===== config.mk =====
export PLATFORM = sky130hd
export DESIGN_NAME = jdb_tap
export DESIGN_NICKNAME = d
export VERILOG_FILES = /design/src/include/jdb_pkg.sv /design/src/verilog/jdb_sync.sv /design/src/verilog/jdb_tap.sv
export VERILOG_INCLUDE_DIRS = /design/src /design/src/include
export SDC_FILE = /design/constraint.sdc
export NUM_CORES = 1
export LEC_CHECK = 0
export BUFFER_PORTS_ARGS = -buffer_cell sky130_fd_sc_hd__buf_2
export CORE_MARGIN = 2
export CORE_UTILIZATION = 55
export CTS_BUF_LIST = sky130_fd_sc_hd__clkbuf_8 sky130_fd_sc_hd__clkbuf_16
export CTS_CLUSTER_DIAMETER = 150
export DETAILED_ROUTE_END_ITERATION = 7
export MAX_ROUTING_LAYER = met4
export PLACE_DENSITY = 0.75
export SLEW_MARGIN = 20
export SYNTH_ARGS = -nofsm -noshare
export SYNTH_HDL_FRONTEND = slang
export SYNTH_SLANG_ARGS = --single-unit
export TNS_END_PERCENT = 20

===== constraint.sdc =====
create_clock -name clk -period 5.3 [get_ports clk]
set_input_delay 1.06 -clock clk [delete_from_list [all_inputs] [get_ports clk]]
set_output_delay 1.06 -clock clk [all_outputs]
set_load 0.03 [all_outputs]

===== src/include/jdb_defs.svh =====
// Function
// - Four break points, four configurable layouts
// - Also halt on flow change and single step
// - Debugger injects CPU instructions via scan chain
// - Debug needs both fuses and no lock bits
// - Opcodes 8 to B are private debug ops
// - CPU write stores byte and sets dirty
// - CPU read returns seven bits plus dirty
// - Dirty clears once debugger fetched the byte
// - Shared address reaches mailbox only when enabled
// - Port active: enable fuse set, disable bit clear
// - Flash, EEPROM, fuses, locks programmed over port
// - Locked part refuses debug fuse until erase
// - Identification is the default loaded instruction
// - Device reset floats every port pin output, except under external test
// - Reset from pin low or reset register
// - External test drives latches, samples pins
// - Sample/preload snapshots pins without disturbing them
// - Boundary scan runs from the system clock, sampling test clock edges
// - Bypass is one stage, cleared at capture
// - Chain drives and observes all port pins
// - Four mandatory instructions plus device reset
// - Instruction register four bits, LSB first
// - Codes: ext 0, id 1, sample 2, reset C, bypass F
// - Reset register unlatched, TAP not reset
// - Standard sixteen-state TAP, starts in reset state
`ifndef JDB_DEFS_SVH
`define JDB_DEFS_SVH

`define JDB_IR_WIDTH      4
`define JDB_IR_EXTEST     4'h0
`define JDB_IR_IDCODE     4'h1
`define JDB_IR_SAMPLE     4'h2
`define JDB_IR_DBG_OP0    4'h8
`define JDB_IR_DBG_OP1    4'h9
`define JDB_IR_DBG_OP2    4'hA
`define JDB_IR_DBG_OP3    4'hB
`define JDB_IR_DEV_RESET  4'hC
`define JDB_IR_BYPASS     4'hF
`define JDB_IR_CAPTURE    4'h1

`define JDB_CPU_INSTR_W   16
`define JDB_COMM_W        9
`define JDB_BP_CFG_W      70
`define JDB_PROG_W        24
`define JDB_BP_MODE_LSB   64
`define JDB_BP_RANGE_DATA 66
`define JDB_BP_FLOW_EN    67
`define JDB_BP_STEP_EN    68
`define JDB_BP_COMM_EN    69

`define JDB_BP_MODE_4P    2'h0
`define JDB_BP_MODE_3P1D  2'h1
`define JDB_BP_MODE_2P2D  2'h2
`define JDB_BP_MODE_RANGE 2'h3

`define JDB_CMD_CHIP_ERASE 8'h80
`define JDB_CMD_DBG_FUSE   8'h40

`endif


===== src/include/jdb_pkg.sv =====
package jdb_pkg;

  // Standard test access port state encoding
  typedef enum logic [3:0] {
    ST_EXIT2_DR  = 4'h0,
    ST_EXIT1_DR  = 4'h1,
    ST_SHIFT_DR  = 4'h2,
    ST_PAUSE_DR  = 4'h3,
    ST_SEL_IR    = 4'h4,
    ST_UPDATE_DR = 4'h5,
    ST_CAPT_DR   = 4'h6,
    ST_SEL_DR    = 4'h7,
    ST_EXIT2_IR  = 4'h8,
    ST_EXIT1_IR  = 4'h9,
    ST_SHIFT_IR  = 4'hA,
    ST_PAUSE_IR  = 4'hB,
    ST_IDLE      = 4'hC,
    ST_UPDATE_IR = 4'hD,
    ST_CAPT_IR   = 4'hE,
    ST_TLR       = 4'hF
  } jdb_tap_state_type;

endpackage


===== src/verilog/jdb_sync.sv =====
`timescale 1ns/100ps
module jdb_sync import jdb_pkg::*; #(
  parameter int WIDTH = 1
) (
  // Clock and reset
  input  wire logic             clk,
  input  wire logic             sys_rst,
  // Asynchronous levels in, synchronised levels out
  input  wire logic [WIDTH-1:0] async_in,
  output logic      [WIDTH-1:0] sync_out
);

  logic [WIDTH-1:0] meta;

  // Two stages; the first is read by the second alone
  always_ff @(posedge clk) begin
    if (sys_rst) begin
      meta     <= '0;
      sync_out <= '0;
    end else begin
      meta     <= async_in;
      sync_out <= meta;
    end
  end

endmodule


===== src/verilog/jdb_tap.sv =====
`timescale 1ns/100ps
`include "jdb_defs.svh"
module jdb_tap import jdb_pkg::*; #(
  parameter int          PIN_COUNT = 8,
  parameter logic [31:0] ID_VALUE  = 32'h1234_5671  // Arbitrary identification value
) (
  // Clock and reset
  input  wire logic                 clk,
  input  wire logic                 sys_rst,
  // Test access pins
  input  wire logic                 tck,
  input  wire logic                 tms,
  input  wire logic                 tdi,
  output logic                      tdo,
  output logic                      tdo_oe_n,
  // Fuses, lock bits and control bit
  input  wire logic                 test_port_enable_fuse,
  input  wire logic                 debug_enable_fuse,
  input  wire logic                 lock_bit_one,
  input  wire logic                 lock_bit_two,
  input  wire logic                 test_port_disable_bit,
  // Reset pin and device reset
  input  wire logic                 ext_reset_n,
  output logic                      dev_reset,
  // Port pins and core side of the pins
  input  wire logic [PIN_COUNT-1:0] pin_in,
  input  wire logic [PIN_COUNT-1:0] core_out,
  input  wire logic [PIN_COUNT-1:0] core_oe,
  output logic      [PIN_COUNT-1:0] pin_out,
  output logic      [PIN_COUNT-1:0] pin_oe_n,
  // CPU access to the mailbox address
  input  wire logic                 cpu_comm_wr,
  input  wire logic                 cpu_comm_rd,
  input  wire logic [7:0]           cpu_comm_wdata,
  output logic      [7:0]           cpu_comm_rdata,
  output logic                      io_ordinary_wr,
  output logic                      io_ordinary_rd,
  // CPU instruction injection and break point inputs
  output logic      [15:0]          cpu_instr,
  output logic                      cpu_instr_valid,
  input  wire logic [15:0]          cpu_pc,
  input  wire logic                 cpu_fetch,
  input  wire logic                 cpu_flow_change,
  input  wire logic [15:0]          cpu_daddr,
  input  wire logic                 cpu_dvalid,
  output logic                      break_req,
  // Programming path to the memory controller
  output logic      [7:0]           prog_cmd,
  output logic      [15:0]          prog_data,
  output logic                      prog_valid,
  output logic                      prog_refused
);

  localparam int BSR_W = 3 * PIN_COUNT;

  logic [2:0]               pin_sync;
  logic                     tck_s, tms_s, tdi_s, rst_n_s, tck_d;
  logic [PIN_COUNT-1:0]     pin_s;
  logic                     tck_rise, tck_fall;
  jdb_tap_state_type        state, next_state;
  logic [3:0]               ir, ir_sr, eff_ir;
  logic                     port_active, debug_active, locked;
  logic                     bypass_sr, rst_sr;
  logic [31:0]              id_sr;
  logic [BSR_W-1:0]         bsr, bsr_cap;
  logic [PIN_COUNT-1:0]     ul_dat, ul_ctl;
  logic [15:0]              cpu_sr;
  logic [8:0]               comm_sr;
  logic [`JDB_BP_CFG_W-1:0] bp_sr, bp_cfg;
  logic [`JDB_PROG_W-1:0]   prog_sr;
  logic [7:0]               comm_byte;
  logic                     dirty, erased;
  logic                     capt_dr, shift_dr, upd_dr, next_tdo;
  logic                     extest_on, dev_rst_int, comm_route;
  logic [1:0]               bp_mode;
  logic [3:0]               bp_hit;
  logic                     range_hit;

  // Pins, reset pin and the test clock come from outside this clock domain
  jdb_sync #(.WIDTH(3)) u_sync_tap (
    .clk      (clk),
    .sys_rst  (sys_rst),
    .async_in ({tck, tms, tdi}),
    .sync_out (pin_sync)
  );
  jdb_sync #(.WIDTH(PIN_COUNT + 1)) u_sync_pins (
    .clk      (clk),
    .sys_rst  (sys_rst),
    .async_in ({ext_reset_n, pin_in}),
    .sync_out ({rst_n_s, pin_s})
  );
  assign tck_s = pin_sync[2];
  assign tms_s = pin_sync[1];
  assign tdi_s = pin_sync[0];

  // Test clock edges; the system clock must outrun the test clock by four or more
  always_ff @(posedge clk) begin
    if (sys_rst) tck_d <= 1'b0;
    else tck_d <= tck_s;
  end
  assign tck_rise = tck_s & ~tck_d;
  assign tck_fall = ~tck_s & tck_d;

  // Port and debug enables
  assign port_active  = test_port_enable_fuse & ~test_port_disable_bit;
  assign locked       = lock_bit_one | lock_bit_two;
  assign debug_active = port_active & debug_enable_fuse & ~locked;

  // Standard state transitions on the mode-select input
  always_comb begin
    next_state = state;
    case (state)
      ST_TLR:       next_state = tms_s ? ST_TLR : ST_IDLE;
      ST_IDLE:      next_state = tms_s ? ST_SEL_DR : ST_IDLE;
      ST_SEL_DR:    next_state = tms_s ? ST_SEL_IR : ST_CAPT_DR;
      ST_CAPT_DR:   next_state = tms_s ? ST_EXIT1_DR : ST_SHIFT_DR;
      ST_SHIFT_DR:  next_state = tms_s ? ST_EXIT1_DR : ST_SHIFT_DR;
      ST_EXIT1_DR:  next_state = tms_s ? ST_UPDATE_DR : ST_PAUSE_DR;
      ST_PAUSE_DR:  next_state = tms_s ? ST_EXIT2_DR : ST_PAUSE_DR;
      ST_EXIT2_DR:  next_state = tms_s ? ST_UPDATE_DR : ST_SHIFT_DR;
      ST_UPDATE_DR: next_state = tms_s ? ST_SEL_DR : ST_IDLE;
      ST_SEL_IR:    next_state = tms_s ? ST_TLR : ST_CAPT_IR;
      ST_CAPT_IR:   next_state = tms_s ? ST_EXIT1_IR : ST_SHIFT_IR;
      ST_SHIFT_IR:  next_state = tms_s ? ST_EXIT1_IR : ST_SHIFT_IR;
      ST_EXIT1_IR:  next_state = tms_s ? ST_UPDATE_IR : ST_PAUSE_IR;
      ST_PAUSE_IR:  next_state = tms_s ? ST_EXIT2_IR : ST_PAUSE_IR;
      ST_EXIT2_IR:  next_state = tms_s ? ST_UPDATE_IR : ST_SHIFT_IR;
      ST_UPDATE_IR: next_state = tms_s ? ST_SEL_DR : ST_IDLE;
      default:      next_state = ST_TLR;
    endcase
  end

  // Controller state; a disabled port holds it in reset
  always_ff @(posedge clk) begin
    if (sys_rst || !port_active) state <= ST_TLR;
    else if (tck_rise) state <= next_state;
  end

  // Instruction register, four bits shifted LSB first
  always_ff @(posedge clk) begin
    if (sys_rst || state == ST_TLR) begin
      ir    <= `JDB_IR_IDCODE;
      ir_sr <= `JDB_IR_CAPTURE;
    end else if (tck_rise) begin
      if (state == ST_CAPT_IR) ir_sr <= `JDB_IR_CAPTURE;
      else if (state == ST_SHIFT_IR) ir_sr <= {tdi_s, ir_sr[3:1]};
      else if (state == ST_UPDATE_IR) ir <= ir_sr;
    end
  end

  // Private ops 0 to 2 fall back to bypass unless debug is allowed; op 3, programming, needs only an active port
  always_comb begin
    case (ir)
      `JDB_IR_EXTEST, `JDB_IR_IDCODE, `JDB_IR_SAMPLE, `JDB_IR_DEV_RESET:
        eff_ir = ir;
      `JDB_IR_DBG_OP0, `JDB_IR_DBG_OP1, `JDB_IR_DBG_OP2:
        eff_ir = debug_active ? ir : `JDB_IR_BYPASS;
      `JDB_IR_DBG_OP3:
        eff_ir = port_active ? ir : `JDB_IR_BYPASS;
      default: eff_ir = `JDB_IR_BYPASS;
    endcase
  end

  assign capt_dr  = tck_rise && state == ST_CAPT_DR;
  assign shift_dr = tck_rise && state == ST_SHIFT_DR;
  assign upd_dr   = tck_rise && state == ST_UPDATE_DR;

  // Boundary cells per pin: input, output data, output control
  genvar gi;
  generate
    for (gi = 0; gi < PIN_COUNT; gi++) begin : g_bsc
      assign bsr_cap[3*gi]   = pin_s[gi];
      assign bsr_cap[3*gi+1] = core_out[gi];
      assign bsr_cap[3*gi+2] = core_oe[gi];
    end
  endgenerate

  // Public data registers: bypass, identification, reset, boundary chain
  always_ff @(posedge clk) begin
    if (sys_rst || state == ST_TLR) begin
      bypass_sr <= 1'b0;
      id_sr     <= ID_VALUE;
      rst_sr    <= 1'b0;
      bsr       <= '0;
    end else if (capt_dr) begin
      bypass_sr <= 1'b0;
      id_sr     <= ID_VALUE;
      if (eff_ir == `JDB_IR_EXTEST || eff_ir == `JDB_IR_SAMPLE) bsr <= bsr_cap;
    end else if (shift_dr) begin
      case (eff_ir)
        `JDB_IR_IDCODE:    id_sr <= {tdi_s, id_sr[31:1]};
        `JDB_IR_DEV_RESET: rst_sr <= tdi_s;
        `JDB_IR_EXTEST, `JDB_IR_SAMPLE: bsr <= {tdi_s, bsr[BSR_W-1:1]};
        `JDB_IR_BYPASS:    bypass_sr <= tdi_s;
        default:           bypass_sr <= bypass_sr;
      endcase
    end
  end

  // Output latches of the chain, loaded under either boundary instruction
  always_ff @(posedge clk) begin
    if (sys_rst) begin
      ul_dat <= '0;
      ul_ctl <= '0;
    end else if (upd_dr && (eff_ir == `JDB_IR_EXTEST || eff_ir == `JDB_IR_SAMPLE)) begin
      for (int i = 0; i < PIN_COUNT; i++) begin
        ul_dat[i] <= bsr[3*i+1];
        ul_ctl[i] <= bsr[3*i+2];
      end
    end
  end

  // Pin drive; reset value leaves every pin floating
  assign extest_on   = port_active && eff_ir == `JDB_IR_EXTEST;
  assign dev_rst_int = !rst_n_s || (port_active && eff_ir == `JDB_IR_DEV_RESET && rst_sr);
  always_ff @(posedge clk) begin
    if (sys_rst) begin
      pin_out   <= '0;
      pin_oe_n  <= '1;
      dev_reset <= 1'b1;
    end else begin
      dev_reset <= dev_rst_int;
      if (extest_on) begin
        pin_out  <= ul_dat;
        pin_oe_n <= ~ul_ctl;
      end else begin
        pin_out  <= core_out;
        pin_oe_n <= dev_rst_int ? '1 : ~core_oe;
      end
    end
  end

  // Private chains: instruction injection, mailbox read, break point setup, programming
  always_ff @(posedge clk) begin
    if (sys_rst || state == ST_TLR) begin
      cpu_sr  <= '0;
      comm_sr <= '0;
      bp_sr   <= '0;
      prog_sr <= '0;
    end else if (capt_dr) begin
      cpu_sr  <= '0;
      comm_sr <= {dirty, comm_byte};
      bp_sr   <= bp_cfg;
      prog_sr <= '0;
    end else if (shift_dr) begin
      case (eff_ir)
        `JDB_IR_DBG_OP0: cpu_sr <= {tdi_s, cpu_sr[15:1]};
        `JDB_IR_DBG_OP1: comm_sr <= {tdi_s, comm_sr[8:1]};
        `JDB_IR_DBG_OP2: bp_sr <= {tdi_s, bp_sr[`JDB_BP_CFG_W-1:1]};
        `JDB_IR_DBG_OP3: prog_sr <= {tdi_s, prog_sr[`JDB_PROG_W-1:1]};
        default:         cpu_sr <= cpu_sr;
      endcase
    end
  end

  // Injected instruction handed to the CPU as a one-cycle strobe
  always_ff @(posedge clk) begin
    if (sys_rst) begin
      cpu_instr       <= '0;
      cpu_instr_valid <= 1'b0;
    end else begin
      cpu_instr_valid <= upd_dr && eff_ir == `JDB_IR_DBG_OP0;
      if (upd_dr && eff_ir == `JDB_IR_DBG_OP0) cpu_instr <= cpu_sr;
    end
  end

  // Break point configuration, only written while debug is allowed
  always_ff @(posedge clk) begin
    if (sys_rst) bp_cfg <= '0;
    else if (upd_dr && eff_ir == `JDB_IR_DBG_OP2) bp_cfg <= bp_sr;
  end

  // Mailbox reaches the CPU only when fuse and debugger both allow it
  assign comm_route = debug_enable_fuse && bp_cfg[`JDB_BP_COMM_EN];

  // Mailbox byte and dirty flag; a CPU write wins over the debugger's clear
  always_ff @(posedge clk) begin
    if (sys_rst) begin
      comm_byte <= '0;
      dirty     <= 1'b0;
    end else if (cpu_comm_wr && comm_route) begin
      comm_byte <= cpu_comm_wdata;
      dirty     <= 1'b1;
    end else if (upd_dr && eff_ir == `JDB_IR_DBG_OP1) begin
      dirty <= 1'b0;
    end
  end

  // CPU read data and redirection to the ordinary I/O location
  always_ff @(posedge clk) begin
    if (sys_rst) begin
      cpu_comm_rdata <= '0;
      io_ordinary_wr <= 1'b0;
      io_ordinary_rd <= 1'b0;
    end else begin
      io_ordinary_wr <= cpu_comm_wr && !comm_route;
      io_ordinary_rd <= cpu_comm_rd && !comm_route;
      if (cpu_comm_rd && comm_route) cpu_comm_rdata <= {dirty, comm_byte[6:0]};
    end
  end

  // Break comparators; the layout decides whether points two and three watch data
  assign bp_mode   = bp_cfg[`JDB_BP_MODE_LSB+1:`JDB_BP_MODE_LSB];
  assign range_hit = bp_cfg[`JDB_BP_RANGE_DATA]
                   ? cpu_dvalid && ((cpu_daddr ^ bp_cfg[47:32]) & ~bp_cfg[63:48]) == 16'h0000
                   : cpu_fetch && ((cpu_pc ^ bp_cfg[47:32]) & ~bp_cfg[63:48]) == 16'h0000;
  always_comb begin
    bp_hit[0] = cpu_fetch && cpu_pc == bp_cfg[15:0];
    bp_hit[1] = cpu_fetch && cpu_pc == bp_cfg[31:16];
    case (bp_mode)
      `JDB_BP_MODE_4P: begin
        bp_hit[2] = cpu_fetch && cpu_pc == bp_cfg[47:32];
        bp_hit[3] = cpu_fetch && cpu_pc == bp_cfg[63:48];
      end
      `JDB_BP_MODE_3P1D: begin
        bp_hit[2] = cpu_fetch && cpu_pc == bp_cfg[47:32];
        bp_hit[3] = cpu_dvalid && cpu_daddr == bp_cfg[63:48];
      end
      `JDB_BP_MODE_2P2D: begin
        bp_hit[2] = cpu_dvalid && cpu_daddr == bp_cfg[47:32];
        bp_hit[3] = cpu_dvalid && cpu_daddr == bp_cfg[63:48];
      end
      default: begin
        bp_hit[2] = range_hit;
        bp_hit[3] = 1'b0;
      end
    endcase
  end

  // Halt request to the CPU
  always_ff @(posedge clk) begin
    if (sys_rst) break_req <= 1'b0;
    else break_req <= debug_active && ((|bp_hit)
                   || (bp_cfg[`JDB_BP_FLOW_EN] && cpu_flow_change)
                   || (bp_cfg[`JDB_BP_STEP_EN] && cpu_fetch));
  end

  // Programming commands; debug fuse write refused on a locked, unerased part
  always_ff @(posedge clk) begin
    if (sys_rst) begin
      prog_cmd     <= '0;
      prog_data    <= '0;
      prog_valid   <= 1'b0;
      prog_refused <= 1'b0;
      erased       <= 1'b0;
    end else begin
      prog_valid   <= 1'b0;
      prog_refused <= 1'b0;
      if (upd_dr && eff_ir == `JDB_IR_DBG_OP3) begin
        if (prog_sr[7:0] == `JDB_CMD_CHIP_ERASE) erased <= 1'b1;
        if (prog_sr[7:0] == `JDB_CMD_DBG_FUSE && locked && !erased) begin
          prog_refused <= 1'b1;
        end else begin
          prog_cmd   <= prog_sr[7:0];
          prog_data  <= prog_sr[23:8];
          prog_valid <= 1'b1;
        end
      end
    end
  end

  // Serial output changes on the falling test clock edge
  always_comb begin
    case (eff_ir)
      `JDB_IR_IDCODE:    next_tdo = id_sr[0];
      `JDB_IR_EXTEST, `JDB_IR_SAMPLE: next_tdo = bsr[0];
      `JDB_IR_DEV_RESET: next_tdo = rst_sr;
      `JDB_IR_DBG_OP0:   next_tdo = cpu_sr[0];
      `JDB_IR_DBG_OP1:   next_tdo = comm_sr[0];
      `JDB_IR_DBG_OP2:   next_tdo = bp_sr[0];
      `JDB_IR_DBG_OP3:   next_tdo = prog_sr[0];
      default:           next_tdo = bypass_sr;
    endcase
    if (state == ST_SHIFT_IR) next_tdo = ir_sr[0];
  end
  always_ff @(posedge clk) begin
    if (sys_rst) begin
      tdo      <= 1'b1;
      tdo_oe_n <= 1'b1;
    end else if (tck_fall) begin
      tdo      <= next_tdo;
      tdo_oe_n <= !(state == ST_SHIFT_IR || state == ST_SHIFT_DR);
    end
  end

  AST_IR_DEFAULT: assert property (@(posedge clk) disable iff (sys_rst)
    state == ST_TLR |=> ir == `JDB_IR_IDCODE) else $error("ir not default after reset state");
  AST_BYPASS_CLEAR: assert property (@(posedge clk) disable iff (sys_rst)
    capt_dr && eff_ir == `JDB_IR_BYPASS |=> !bypass_sr) else $error("bypass not cleared");
  AST_PORT_OFF: assert property (@(posedge clk) disable iff (sys_rst)
    !port_active |=> state == ST_TLR) else $error("disabled port left reset state");
  AST_DIRTY_SET: assert property (@(posedge clk) disable iff (sys_rst)
    cpu_comm_wr && comm_route |=> dirty && comm_byte == $past(cpu_comm_wdata))
    else $error("mailbox write lost");
  AST_READ_BACK: assert property (@(posedge clk) disable iff (sys_rst)
    cpu_comm_rd && comm_route |=> cpu_comm_rdata == {$past(dirty), $past(comm_byte[6:0])})
    else $error("mailbox read data wrong");
  AST_DIRTY_CLEAR: assert property (@(posedge clk) disable iff (sys_rst)
    upd_dr && eff_ir == `JDB_IR_DBG_OP1 && !(cpu_comm_wr && comm_route) |=> !dirty)
    else $error("dirty not cleared by debugger read");
  AST_PIN_RESET: assert property (@(posedge clk) disable iff (sys_rst)
    !rst_n_s |=> dev_reset) else $error("reset pin did not reset device");
  AST_HIGHZ: assert property (@(posedge clk) disable iff (sys_rst)
    dev_rst_int && !extest_on |=> &pin_oe_n) else $error("pins driven during reset");
  AST_LOCK_NO_BREAK: assert property (@(posedge clk) disable iff (sys_rst)
    locked ##1 locked |-> !break_req) else $error("break while locked");
  AST_STEP: assert property (@(posedge clk) disable iff (sys_rst)
    debug_active && bp_cfg[`JDB_BP_STEP_EN] && cpu_fetch |=> break_req)
    else $error("single step missed");
  AST_FUSE_REFUSE: assert property (@(posedge clk) disable iff (sys_rst)
    upd_dr && eff_ir == `JDB_IR_DBG_OP3 && prog_sr[7:0] == `JDB_CMD_DBG_FUSE && locked
    && !erased |=> prog_refused && !prog_valid) else $error("locked fuse write accepted");
  AST_EXTEST_DRIVE: assert property (@(posedge clk) disable iff (sys_rst)
    extest_on |=> pin_out == $past(ul_dat)) else $error("latches not driven in external test");

endmodule


==> reports/results.txt <==
Outcome = complete, no violations
Setup crit end = bsr[7]$_SDFFE_PP0P_
Critical path startpoint = state[0]$_SDFFE_PP1P_
WP data arrival = 3.53 ns
RR Endpoint = bsr[7]$_SDFFE_PP0P_
R2R depth = 6
Worst hold path type = reg -> reg
Avg Cell Area, Syn = 8.10 um^2
Initial DRC count = 890
Initial DRT Pass Iterations = 5
Initial antenna violation count = 1
Layout cells sized above 1 = 12.2%
Max-slew headroom = 30.0%
Endpoints failing setup = 0
Crit path time final = 3.09 ns
Ys async rst share = 0%
Synth Flop Type = dfxtp_1
Placer Congestion = 0.926
Placed Instances = 2,331
Vias per inst = 5.60
Netlist cell types = 61
Clock Pin Slew Worst Setup and Hold Paths = 0.06 ns
Period utilization = 58.3%
First-pass GRT wire length = 65,800 um
CTS tree = done
Leakage power = 6.64 nW
Crit end category = flip-flop
Via Count = 13,500
Nets = 2,076
Die H = 173 um
Post-Route WL = 40,300 um
# port buffers = 152
Max-slew violations = 0
IO Count = 153
Clk sinks = 383
Largest net degree at the start of global routing = 105
Finished Core Util = 63.5%
Worst-Margin Slew = 1.04 ns
Hold buffer count at cts = 0
Worst skew pair latency = 0.54 ns
Cell count after synthesis = 1,934
Launching point of the worst reg2reg path = state[0]$_SDFFE_PP1P_
Max-cap violations = 0
Initial core utilization = 56.1%
Post-Syn Area = 0.0157 mm^2
Die width = 173 um
Mean routed wirelength per cell = 16.8 um
CP Class = reg -> reg
Synth Net Count = 2,014
Max Buffers Root-to-Sink = 3
Post-synth EDFFs = 0
Die footprint = 0.0299 mm^2
Synth-to-layout area growth = 13.2%
Warnings, synthesis = 0
Vias in the first global route = 12,900
FF-to-FF setup slack = 2.21 ns
Hpwl dp = 25,900 um
Cell Rows = 61
Hold path startpoint = u_sync_pins.sync_out[8]$_SDFF_PP0_
Pwr/cell area = 327 mW/mm^2
Post-route ant nets = 0
CTS H-tree depth = 2
Skew final = 0.0157 ns
DRC errors left = 0
Crit start category = flip-flop
GRT overflow = 0
Setup bufs post-CTS = 0
Worst Path Required = 5.74 ns
Setup TNS = 0 ns
Global-route usage over all layers = 27.1%
# resized after CTS = 0
Crit path max fanout = 104
Core Area = 0.0279 mm^2
Filler-free cell count of the finished design = 2,406
Num CTS Buffers = 40
Synth Register Bits = 383
Seq/Total Area, Yosys = 48.9%
Worst vdd ir = 0.302 mV
RSZ-0062 raised after global routing = false
FMAX = 324 MHz
Final Hold Fails = 0
CTS root buffer = clkbuf_16
[metrics by stage]
step,setup WS (ns),total power [W],cell area [um^2],hold WS (ns)
after floorplan,2.57,0.00305,15700,0.394
after global placement,1.83,0.00313,16400,0.412
after detailed placement,1.74,0.00313,16400,0.420
after CTS,2.27,0.00582,17700,0.434
after global routing,1.95,0.00597,17700,0.459
final,2.21,0.00579,17700,0.434
[worst min-delay path by stage]
stage                                                     to  slack, ns  depth (start not counted)
final                                   dev_reset$_SDFF_PP1_       0.43                          1
after CTS                               dev_reset$_SDFF_PP1_       0.43                          1
after global routing      u_sync_pins.sync_out[6]$_SDFF_PP0_       0.46                          1
after detailed placement                dev_reset$_SDFF_PP1_       0.42                          1
after global placement                  dev_reset$_SDFF_PP1_       0.41                          1
after floorplan                         dev_reset$_SDFF_PP1_       0.39                          1
[state kept, by name (all words and copies together), names as in the netlist, 8 cells and up]
signal / flops
bp_cfg: 70
bp_sr: 70
bsr: 24
comm_byte: 8
comm_sr: 9
cpu_comm_rdata: 8
cpu_instr: 16
cpu_sr: 16
id_sr: 32
pin_oe_n: 8
pin_out: 8
prog_cmd: 8
prog_data: 16
prog_sr: 24
u_sync_pins.meta: 9
u_sync_pins.sync_out: 9
ul_ctl: 8
ul_dat: 8
[kinds of logic (layout without fill, tap and decap cells)]
logic type	after synthesis	count (layout)	share of synthesized area, %
mux	45	45	2.87
other cells	0	1	0
xor+xnor	96	96	5.37
compound gates	351	351	14.4
flops	383	383	48.9
simple gates	900	900	23.9
buf+inv	159	252	4.59
[power by group]
group | switching [W] | total, W | leakage (nW) | internal [W]
Combinational | 0.000108 | 0.000169 | 2.84 | 0.0000613
Sequential | 0.00000597 | 0.00290 | 3.09 | 0.00289
Clock | 0.00116 | 0.00272 | 0.704 | 0.00157
[routing by layer]
metal / global-route usage [%] / vias to the layer above / routed length, um / part of all wire, %
met1: 35.2 / 6395 / 17900 / 44
met4: 6.71 / 0 / 841 / 2.1
met5: - / - / 0 / 0
met2: 43.8 / 387 / 19000 / 47
li1: - / 6618 / - / -
met3: 5.01 / 65 / 2560 / 6.3
[layout by cell type (no fill, tap or decap), drive strengths merged, types with 20 or more instances in the layout]
| cell | instances |
|---|---|
| a311oi | 94 |
| inv | 31 |
| dfxtp | 383 |
| buf | 166 |
| nor4 | 20 |
| xnor2 | 30 |
| nand3 | 21 |
| nor2 | 173 |
| xor2 | 66 |
| mux2i | 45 |
| nor2b | 25 |
| nand2 | 603 |
| a21oi | 192 |
| clkbuf | 49 |
[critical path, stage by stage, from the launching register on]
cell and delay, ns:
dfxtp_1 0.51, nand2b_1 0.20, nor3_2 0.08, nand2_4 0.60
buf_4 0.95, nand2_1 0.24, a311oi_1 0.33
[layout make-up]
cell class	count	area, um^2
Multi-Input combinational cell	1392	7330
Clock buffer	49	1120
Sequential cell	383	7670
Timing Repair Buffer	166	905
Antenna cell	1	2.50
Inverter	13	48.8
Tap cell	378	473
Clock inverter	24	180
Fill cell	2460	10200
[cells in the mapped netlist, types with 18 or more instances]
cell      instances  area (um^2)
nand2_1         602         2260
dfxtp_1         383         7670
a21oi_1         192          961
nor2_1          170          638
clkbuf_1        104          390
a311oi_1         94          823
xor2_1           66          578
mux2i_1          45          450
xnor2_1          30          263
nor2b_1          25          156
nand3_1          21          105
nor4_1           18          113
Note: power is estimated with default switching activity, not from simulation.
